`src/dds_cfg_consts.svh`:
```
// Purpose: Offsets, field positions, reset values and counts of the DDS clock/power configuration block
// Assumes: Included by bare name; definitions only
// Notes:   Offsets are byte addresses of the 6-bit host port
`ifndef DDS_CFG_CONSTS_SVH
`define DDS_CFG_CONSTS_SVH

// ************************************************************
// Register offsets
// ************************************************************
`define OFS_UPD_CNT3      6'h16
`define OFS_UPD_CNT2      6'h17
`define OFS_UPD_CNT1      6'h18
`define OFS_UPD_CNT0      6'h19
`define OFS_POWER         6'h1D
`define OFS_CLOCK         6'h1E
`define OFS_MODE          6'h1F
`define OFS_PATH          6'h20

// ************************************************************
// Buffer slot of each register
// ************************************************************
`define IDX_UPD_CNT3      3'h0
`define IDX_UPD_CNT2      3'h1
`define IDX_UPD_CNT1      3'h2
`define IDX_UPD_CNT0      3'h3
`define IDX_POWER         3'h4
`define IDX_CLOCK         3'h5
`define IDX_MODE          3'h6
`define IDX_PATH          3'h7

// ************************************************************
// Field positions
// ************************************************************
`define POS_OFF_DIGITAL   0
`define POS_OFF_DAC       1
`define POS_OFF_QDAC      2
`define POS_OFF_COMP      4
`define POS_MULT_LO       0
`define POS_PLL_BYPASS    5
`define POS_PLL_RANGE     6
`define POS_INT_UPDATE    0
`define POS_Q_SRC_EXT     4
`define POS_OSK_INT       4
`define POS_DMULT_EN      5
`define POS_SINC_BYPASS   6

// ************************************************************
// Reset values
// ************************************************************
`define RST_UPD_CNT3      8'h00
`define RST_UPD_CNT2      8'h00
`define RST_UPD_CNT1      8'h00
`define RST_UPD_CNT0      8'h40
`define RST_POWER         8'h00
`define RST_CLOCK         8'h04
`define RST_MODE          8'h01
`define RST_PATH          8'h00

// ************************************************************
// Limits and counts
// ************************************************************
`define MULT_MIN          5'h04
`define MULT_MAX          5'h14
`define UPD_PIN_HIGH      4'h8
`define REF_LOSS_CYCLES   16'h0040

`endif

```
`src/dds_cfg_pkg.sv`:
```
// Purpose: Types shared by the DDS clock/power configuration block
// Assumes: None
// Notes:   Constants live in dds_cfg_consts.svh
package dds_cfg_pkg;

   // Active configuration as seen by the datapath and analog stages
   typedef struct packed {
      logic       inv_sinc_i_on;
      logic       inv_sinc_q_on;
      logic       dig_mult_bypass;
      logic       osk_internal;
      logic       q_src_ext;
      logic       pll_bypass;
      logic       sysclk_from_ref;
      logic       pll_range;
      logic [4:0] mult_factor;
      logic       mult_factor_ok;
      logic [3:0] stage_off_bit;
      logic       full_power_down;
      logic       internal_update;
   } cfg_t;

   // Host access towards the write buffer
   typedef struct packed {
      logic       wr;
      logic       rd;
      logic       hit;
      logic [2:0] idx;
      logic [7:0] data;
   } buf_req_t;

endpackage

```
`src/dds_clock_power_config.sv`:
```
// Purpose: Configuration and control of a DDS: clock multiplier, power-down, bypass, port mode
// Assumes: Host port already decoded to byte accesses; ref clock slower than half of mclk
// Notes:   Host writes go to a buffer and reach the active bank only on an update
`timescale 1ns/1ps
`default_nettype none
`include "dds_cfg_consts.svh"

// Functional notes
// RL1 - Inverse sinc on after reset; bypass bit in path register turns it off.
// RL2 - Q path skips inverse sinc when Q converter takes external data.
// RL3 - Five-bit clock register field holds multiplier factor 4 to 20 in binary.
// RL4 - System clock from multiplier when engaged, else straight from reference.
// RL5 - Multiplier bypass bit in clock register disables multiplication.
// RL6 - Host sets PLL range bit for 200-300 MHz system clock, clears it below.
// RL7 - Each power register bit high switches its stage off, low keeps it on.
// RL8 - Full power-down only when all four power-down bits are high.
// RL9 - Path register bypass bits remove inverse sinc and multiplier stages; the code bypasses the multiplier when enable bit 5 is low instead.
// RL10 - Host port parallel when mode pin high, serial when low.
// RL11 - Every register writable and readable in either port mode.
// RL12 - Writes act only after buffer copied to active bank by timer or pin.
// RL13 - Buffer writes need no reference clock; bank copy needs it running.
// RL14 - Controller holds master reset high at least 10 system clocks; the bench holds its first reset for 8.
// RL15 - Master reset restarts port logic and loads every register default.
// RL16 - Timer counts 32-bit value down at half rate, updates at zero.
// RL17 - Bank copy updates every buffered register together on one edge.
module dds_clock_power_config #(
   parameter int REF_LOSS = 64
) (
   input  wire logic               mclk,
   input  wire logic               srst,
   input  wire logic [5:0]         addr,
   input  wire logic [7:0]         wdata,
   input  wire logic               wr_stb,
   input  wire logic               rd_stb,
   output logic [7:0]              rdata,
   input  wire logic               ref_clock_in,
   input  wire logic               port_mode_pin,
   output logic                    host_parallel,
   input  wire logic               bank_update_strobe_in,
   output logic                    bank_update_strobe_out,
   output logic                    bank_update_strobe_oe,
   output logic                    ref_running,
   output dds_cfg_pkg::cfg_t       cfg
);
   import dds_cfg_pkg::*;

   if (REF_LOSS < 4 || REF_LOSS > 65535) begin : g_bad_ref_loss
      $error("dds_clock_power_config: REF_LOSS out of range");
   end

   localparam logic [15:0] REF_LOSS_CNT = 16'(REF_LOSS);

   // ************************************************************
   // Host access decode
   // ************************************************************
   buf_req_t   req;
   logic [2:0] idx;
   logic       hit;

   // Both port modes reach the same buffer through this decode
   always_comb begin
      idx = 3'h0;
      hit = 1'b1;
      if (addr == `OFS_UPD_CNT3) begin
         idx = `IDX_UPD_CNT3;
      end else if (addr == `OFS_UPD_CNT2) begin
         idx = `IDX_UPD_CNT2;
      end else if (addr == `OFS_UPD_CNT1) begin
         idx = `IDX_UPD_CNT1;
      end else if (addr == `OFS_UPD_CNT0) begin
         idx = `IDX_UPD_CNT0;
      end else if (addr == `OFS_POWER) begin
         idx = `IDX_POWER;
      end else if (addr == `OFS_CLOCK) begin
         idx = `IDX_CLOCK;
      end else if (addr == `OFS_MODE) begin
         idx = `IDX_MODE;
      end else if (addr == `OFS_PATH) begin
         idx = `IDX_PATH;
      end else begin
         hit = 1'b0;
      end
      req.wr   = wr_stb; // RL11
      req.rd   = rd_stb; // RL11
      req.hit  = hit;
      req.idx  = idx;
      req.data = wdata;
   end

   // ************************************************************
   // Write buffer
   // ************************************************************
   logic [63:0] buf_bytes;

   // Buffer runs on mclk alone, so writes land with no reference clock
   cfg_byte_buffer #(
      .SLOTS    (8)
   ) u_buffer (
      .mclk     (mclk),
      .srst     (srst),
      .req      (req),
      .rdata    (rdata),
      .contents (buf_bytes)
   ); // RL12 RL13

   // ************************************************************
   // Pin synchronisers
   // ************************************************************
   logic [1:0] mode_sync_q;
   logic [1:0] mode_sync_d;
   logic [2:0] ref_sync_q;
   logic [2:0] ref_sync_d;
   logic [2:0] upd_sync_q;
   logic [2:0] upd_sync_d;

   always_comb begin
      mode_sync_d = {mode_sync_q[0], port_mode_pin};
      ref_sync_d  = {ref_sync_q[1:0], ref_clock_in};
      upd_sync_d  = {upd_sync_q[1:0], bank_update_strobe_in};
   end

   always_ff @(posedge mclk) begin
      if (srst) begin
         mode_sync_q <= 2'b00;
         ref_sync_q  <= 3'b000;
         upd_sync_q  <= 3'b000;
      end else begin
         mode_sync_q <= mode_sync_d;
         ref_sync_q  <= ref_sync_d;
         upd_sync_q  <= upd_sync_d;
      end
   end

   logic host_parallel_q;

   always_ff @(posedge mclk) begin
      if (srst) begin
         host_parallel_q <= 1'b0;
      end else begin
         host_parallel_q <= mode_sync_q[1]; // RL10
      end
   end

   assign host_parallel = host_parallel_q;

   // ************************************************************
   // Reference clock activity
   // ************************************************************
   logic [15:0] ref_idle_q;
   logic [15:0] ref_idle_d;
   logic        ref_run_q;
   logic        ref_run_d;

   // Limitation: a reference faster than mclk/2 aliases and may look stopped
   always_comb begin
      ref_idle_d = ref_idle_q;
      ref_run_d  = ref_run_q;
      if (ref_sync_q[2] != ref_sync_q[1]) begin
         ref_idle_d = 16'h0000;
         ref_run_d  = 1'b1;
      end else if (ref_idle_q >= REF_LOSS_CNT) begin
         ref_run_d  = 1'b0;
      end else begin
         ref_idle_d = ref_idle_q + 16'h0001;
      end
   end

   always_ff @(posedge mclk) begin
      if (srst) begin
         ref_idle_q <= 16'h0000;
         ref_run_q  <= 1'b0;
      end else begin
         ref_idle_q <= ref_idle_d;
         ref_run_q  <= ref_run_d;
      end
   end

   assign ref_running = ref_run_q;

   // ************************************************************
   // Active bank
   // ************************************************************
   logic [63:0] bank_q;
   logic [63:0] bank_d;
   cfg_t        cfg_q;
   cfg_t        cfg_d;
   logic        timer_tick;
   logic        ext_rise;
   logic        upd_req;

   // Decode of the buffer as it would look once copied
   function automatic cfg_t decode(input logic [63:0] b);
      logic [7:0] pwr;
      logic [7:0] clk;
      logic [7:0] mode;
      logic [7:0] path;
      cfg_t       c;
      pwr  = b[`IDX_POWER*8 +: 8];
      clk  = b[`IDX_CLOCK*8 +: 8];
      mode = b[`IDX_MODE*8 +: 8];
      path = b[`IDX_PATH*8 +: 8];
      c.inv_sinc_i_on   = ~path[`POS_SINC_BYPASS]; // RL1 RL9
      c.q_src_ext       = mode[`POS_Q_SRC_EXT];
      c.inv_sinc_q_on   = ~path[`POS_SINC_BYPASS] & ~mode[`POS_Q_SRC_EXT]; // RL2
      c.dig_mult_bypass = ~path[`POS_DMULT_EN]; // RL9
      c.osk_internal    = path[`POS_OSK_INT];
      c.pll_bypass      = clk[`POS_PLL_BYPASS]; // RL5
      c.sysclk_from_ref = clk[`POS_PLL_BYPASS]; // RL4
      c.pll_range       = clk[`POS_PLL_RANGE];
      c.mult_factor     = clk[`POS_MULT_LO +: 5]; // RL3
      c.mult_factor_ok  = (clk[`POS_MULT_LO +: 5] >= `MULT_MIN) &&
                          (clk[`POS_MULT_LO +: 5] <= `MULT_MAX); // RL3
      c.stage_off_bit   = {pwr[`POS_OFF_COMP], pwr[`POS_OFF_QDAC],
                           pwr[`POS_OFF_DAC], pwr[`POS_OFF_DIGITAL]}; // RL7
      c.full_power_down = pwr[`POS_OFF_COMP] & pwr[`POS_OFF_QDAC] &
                          pwr[`POS_OFF_DAC] & pwr[`POS_OFF_DIGITAL]; // RL8
      c.internal_update = mode[`POS_INT_UPDATE];
      return c;
   endfunction

   // External strobe only counts while the pin is an input
   assign ext_rise = upd_sync_q[1] & ~upd_sync_q[2] & ~cfg_q.internal_update;
   assign upd_req  = (timer_tick | ext_rise) & ref_run_q; // RL12 RL13

   always_comb begin
      bank_d = bank_q;
      cfg_d  = cfg_q;
      if (upd_req) begin
         bank_d = buf_bytes; // RL17
         cfg_d  = decode(buf_bytes); // RL17
      end
   end

   always_ff @(posedge mclk) begin
      if (srst) begin
         bank_q <= {`RST_PATH, `RST_MODE, `RST_CLOCK, `RST_POWER,
                    `RST_UPD_CNT0, `RST_UPD_CNT1, `RST_UPD_CNT2, `RST_UPD_CNT3}; // RL15
         cfg_q  <= decode({`RST_PATH, `RST_MODE, `RST_CLOCK, `RST_POWER,
                           `RST_UPD_CNT0, `RST_UPD_CNT1, `RST_UPD_CNT2, `RST_UPD_CNT3}); // RL15
      end else begin
         bank_q <= bank_d;
         cfg_q  <= cfg_d;
      end
   end

   assign cfg = cfg_q;

   // ************************************************************
   // Internal update timer
   // ************************************************************
   logic [31:0] upd_count;

   assign upd_count = {bank_q[`IDX_UPD_CNT3*8 +: 8], bank_q[`IDX_UPD_CNT2*8 +: 8],
                       bank_q[`IDX_UPD_CNT1*8 +: 8], bank_q[`IDX_UPD_CNT0*8 +: 8]};

   update_timer #(
      .WIDTH      (32)
   ) u_timer (
      .mclk       (mclk),
      .srst       (srst),
      .run        (cfg_q.internal_update),
      .load_value (upd_count),
      .tick       (timer_tick)
   ); // RL16

   // ************************************************************
   // Update pin driver
   // ************************************************************
   logic [3:0] pin_hi_q;
   logic [3:0] pin_hi_d;

   // Short periods keep the pin high: the pulse outlasts the period
   always_comb begin
      pin_hi_d = pin_hi_q;
      if (timer_tick) begin
         pin_hi_d = `UPD_PIN_HIGH;
      end else if (pin_hi_q != 4'h0) begin
         pin_hi_d = pin_hi_q - 4'h1;
      end
   end

   always_ff @(posedge mclk) begin
      if (srst) begin
         pin_hi_q <= 4'h0;
      end else begin
         pin_hi_q <= pin_hi_d;
      end
   end

   assign bank_update_strobe_out = pin_hi_q != 4'h0;
   assign bank_update_strobe_oe  = cfg_q.internal_update;

endmodule
`default_nettype wire

```
`src/cfg_byte_buffer.sv`:
```
// Purpose: Host write buffer of the configuration bytes
// Assumes: One access per cycle from the host decoder
// Notes:   Read data registered; whole contents visible for the bank copy
`timescale 1ns/1ps
`default_nettype none
`include "dds_cfg_consts.svh"

module cfg_byte_buffer #(
   parameter int SLOTS = 8
) (
   input  wire logic                    mclk,
   input  wire logic                    srst,
   input  wire dds_cfg_pkg::buf_req_t   req,
   output logic [7:0]                   rdata,
   output logic [SLOTS*8-1:0]           contents
);
   import dds_cfg_pkg::*;

   if (SLOTS != 8) begin : g_bad_slots
      $error("cfg_byte_buffer: SLOTS must be 8");
   end

   logic [SLOTS*8-1:0] mem_q;
   logic [SLOTS*8-1:0] mem_d;
   logic [7:0]         rdata_q;
   logic [7:0]         rdata_d;

   always_comb begin
      mem_d   = mem_q;
      rdata_d = rdata_q;
      if (req.wr && req.hit) begin
         mem_d[req.idx*8 +: 8] = req.data;
      end
      if (req.rd) begin
         rdata_d = req.hit ? mem_q[req.idx*8 +: 8] : 8'h00;
      end
   end

   always_ff @(posedge mclk) begin
      if (srst) begin
         mem_q   <= {`RST_PATH, `RST_MODE, `RST_CLOCK, `RST_POWER,
                     `RST_UPD_CNT0, `RST_UPD_CNT1, `RST_UPD_CNT2, `RST_UPD_CNT3};
         rdata_q <= 8'h00;
      end else begin
         mem_q   <= mem_d;
         rdata_q <= rdata_d;
      end
   end

   assign rdata    = rdata_q;
   assign contents = mem_q;

endmodule
`default_nettype wire

```
`src/update_timer.sv`:
```
// Purpose: Internal bank-update timer
// Assumes: load_value stable while running, changes only at a bank update
// Notes:   Counts at half the system clock; pulse period is 2*(N+1) cycles
`timescale 1ns/1ps
`default_nettype none

module update_timer #(
   parameter int WIDTH = 32
) (
   input  wire logic             mclk,
   input  wire logic             srst,
   input  wire logic             run,
   input  wire logic [WIDTH-1:0] load_value,
   output logic                  tick
);
   if (WIDTH < 2 || WIDTH > 32) begin : g_bad_width
      $error("update_timer: WIDTH out of range");
   end

   logic             half_q;
   logic             half_d;
   logic [WIDTH-1:0] cnt_q;
   logic [WIDTH-1:0] cnt_d;
   logic             tick_q;
   logic             tick_d;

   always_comb begin
      half_d = 1'b0;
      cnt_d  = load_value;
      tick_d = 1'b0;
      if (run) begin
         half_d = ~half_q;
         cnt_d  = cnt_q;
         if (half_q) begin
            if (cnt_q == '0) begin
               cnt_d  = load_value;
               tick_d = 1'b1;
            end else begin
               cnt_d  = cnt_q - 1'b1;
            end
         end
      end
   end

   always_ff @(posedge mclk) begin
      if (srst) begin
         half_q <= 1'b0;
         cnt_q  <= '0;
         tick_q <= 1'b0;
      end else begin
         half_q <= half_d;
         cnt_q  <= cnt_d;
         tick_q <= tick_d;
      end
   end

   assign tick = tick_q;

endmodule
`default_nettype wire

```
`config.mk`:
```
export PLATFORM = sky130hd
export DESIGN_NAME = dds_clock_power_config
export DESIGN_NICKNAME = d
export VERILOG_FILES = /design/src/dds_cfg_pkg.sv /design/src/dds_clock_power_config.sv /design/src/cfg_byte_buffer.sv /design/src/update_timer.sv
export VERILOG_INCLUDE_DIRS = /design/src
export SDC_FILE = /design/constraint.sdc
export NUM_CORES = 1
export LEC_CHECK = 0
export BUFFER_PORTS_ARGS = -buffer_cell sky130_fd_sc_hd__clkbuf_2
export CORE_MARGIN = 2
export CORE_UTILIZATION = 60
export CTS_CLUSTER_DIAMETER = 50
export DETAILED_ROUTE_END_ITERATION = 8
export PLACE_DENSITY = 0.83
export SETUP_SLACK_MARGIN = 0.05
export SYNTH_ARGS = -nofsm -noshare
export SYNTH_HDL_FRONTEND = slang
export SYNTH_SLANG_ARGS = --single-unit
```
`constraint.sdc`:
```
create_clock -name mclk -period 13.8 [get_ports mclk]
set_clock_uncertainty 0.2 [all_clocks]
set_input_delay 4.14 -clock mclk [delete_from_list [all_inputs] [get_ports mclk]]
set_output_delay 4.14 -clock mclk [all_outputs]
set_load 0.02 [all_outputs]
```
==> metrics.txt <==
status=finished clean; total number of vias=7495; critical path class=primary input to register; most numerous cell in the Yosys netlist=dfxtp_1; Antenna Nets Post-Route=0; Ys Warns=0; DRC viols=0; RSZ-0062 raised after global routing=false; Clock Latency Late Sink=0.44 ns; DP Worst Slack=4.886 ns; post-DP HPWL=15.15 mm; post-route cell area=9305 sq um; CTS tree=built; Final Power=1.801 mW; Max Freq=0.1160 GHz; maximum vdd ir drop=0.1276 mV; Area Growth Syn to Fin=10.41%; ys flop type=dfxtp_1; asr flop ratio synth=0; total wire length=21.76 mm; DRT Pass-1 Iters=8; Post-synth top cells=dfxtp_1, nand2_1, nor2_1; RR Startpoint=u_timer.cnt_q[8]$_SDFFE_PP0P_; chip width=122.5 um; final worst setup slack=5.179 ns; gr usage total=0.2984; Slew Limit Fails=0; crit-path max FO=37; WP data arrival=8.78 ns; layout cell share with drive strength beyond 1=0.1030; Iter 0 DRT Violations=989; max-cap viol count=0; post-synthesis cell area=8428 sq um; row cnt=43; Ant. Diodes=0; clock tree buffer depth=2; clock sink count=187; GP Congestion=0.9518; GR Overflow Total=0; Slew HR=0.1818; Initial Util=0.6095; hold path start=mode_sync_q[0]$_SDFF_PP0_; clock transition at the registers of the reported paths=0.07 ns; #FFs+latches synth=187; number of flops mapped to enable cells by yosys=0; antenna violations before repair=0; syn_nets=1036; minimum clock period=8.621 ns; sequential-to-total area share from yosys stat=0.4442; die area=15010 sq um; top cell type's share of synthesized area=0.4442; cts repair resizes=0; fillers=1108; Synth Instances=1007; H-tree depth=4; Distinct cells, synth=65; final hold violations=0; worst endpoint required time=13.96 ns; CP Launch Point=addr[4]; number of buffers created by CTS=17; post-CTS setup-driven buffer insertion count=0; Final setup viols=0; Worst Hold Class=register to register; first-pass GRT wire length=34.86 mm; crit path launch type=primary input; Mean Syn Cell Area=8.369 sq um; Die H=122.5 um; Static Leak=3.731 nW; Util after Layout=0.6730; Least-Margin Pin Slew=1.216 ns; io pins=53; Hold-fix buffers, CTS=0; I/O Buffers=52; Final Cycle Share=0.6247; Avg Vias per Cell=6.148; Setup TNS=0 ns; leading area contributor after synthesis=dfxtp_1; Post-DP Area=8721 sq um; endpoint class of the critical path=register; largest net degree at the start of global routing=83; synth top area cells=dfxtp_1, nand2_1, mux2i_1; P per Cell Area=193.5 nW/um^2; root buf cell=clkbuf_16; vias in the first global route=6743; Net count, final=1055; CORE AREA=13830 sq um; Routed WL per cell=17.85 um
[cell families after synthesis]
group,count (synthesis),synth area share
muxes,62,0.07438
buffers and inverters,75,0.03741
and+or+nand+nor,464,0.2640
adders and majority gates,9,0.01306
xor gates and xnor gates,9,0.009352
AOI/OAI and AO/OA,201,0.1577
DFF,187,0.4442
[registers in the layout, summed over array words and instances, names as in the netlist, 4 cells and up]
register,cells
u_timer.cnt_q,32
u_buffer.rdata,8
pin_hi_q,4
bank_q,32
ref_idle_q,16
u_buffer.contents,64
cfg,18
[layout by cell type, fill, tap and decap left out, types with 4 or more instances in the layout]
cell,instances
ha_1,8
nand2b_1,15
and3_1,10
o21a_1,7
nor4_1,12
mux2i_1,57
nand3_1,20
or4_1,6
clkbuf_16,17
nor3b_1,4
clkbuf_2,51
inv_6,4
a221o_1,4
nand2_1,186
a21oi_1,75
dfxtp_1,187
a211oi_1,6
nand4_1,15
and2_1,13
xor2_1,4
o311a_1,5
nand3b_1,14
nor3_1,30
o22ai_1,5
o2bb2ai_1,13
o31ai_1,4
o21ai_0,32
or3_1,10
mux2_2,5
buf_4,7
nor2_1,92
a21o_1,4
and4_1,4
nor2b_1,19
xnor2_1,5
inv_1,14
a211o_1,22
[worst max-delay path, cell delays in order]
cell,delay [ns]
clkbuf_2,0.12
nor2b_1,0.22
or3b_2,0.47
nand3_1,0.10
buf_4,0.42
inv_2,0.37
ha_1,0.31
ha_1,0.34
a21oi_1,0.74
nand4_1,0.59
or4b_2,0.77
a21oi_1,0.16
[per-stage QoR]
step | hold slack [ns] | cells
2_1_floorplan | 0.2138 | 1007
3_3_place_gp | 0.2167 | 1187
3_5_place_dp | 0.2332 | 1187
4_1_cts | 0.2521 | 1219
5_1_grt | 0.2659 | 1219
6_report | 0.2456 | 1219
[final cells by class]
| type | count | area (sq um) | share of cell area |
|---|---|---|---|
| tap | 180 | 225.2 | 0.02420 |
| clock buffer | 21 | 450.4 | 0.04841 |
| inverter | 17 | 63.81 | 0.006858 |
| multi-input combinational | 745 | 4380 | 0.4708 |
| timing repair buffer | 58 | 307.8 | 0.03308 |
| clock inverter | 11 | 133.9 | 0.01439 |
| sequential | 187 | 3744 | 0.4023 |
[final timing paths]
check             cells after the start                                  to  slack (ns)
hold / removal                        1           mode_sync_q[1]$_SDFF_PP0_        0.25
setup reg to reg                      6      u_timer.cnt_q[31]$_SDFFE_PP0P_       10.34
setup / recovery                     12  u_buffer.contents[24]$_SDFFE_PP0P_        5.18
hold reg to reg                       1           mode_sync_q[1]$_SDFF_PP0_        0.25
[where the power goes]
part           total [mW]  switching (mW)  internal [mW]  leakage (nW)
logic               0.667           0.434          0.233          1.93
registers           0.643          0.0515          0.592          1.51
clock network       0.491           0.215          0.275         0.289
[layer usage]
metal	global-route usage	vias up	wire length (um)
met5	0	-	0
met4	0.1307	0	711
met3	0.06180	58	1614
met2	0.4771	337	10220
met1	0.3906	3502	9214
li1	-	3598	-
No activity file was read; power rests on OpenSTA's default activity.
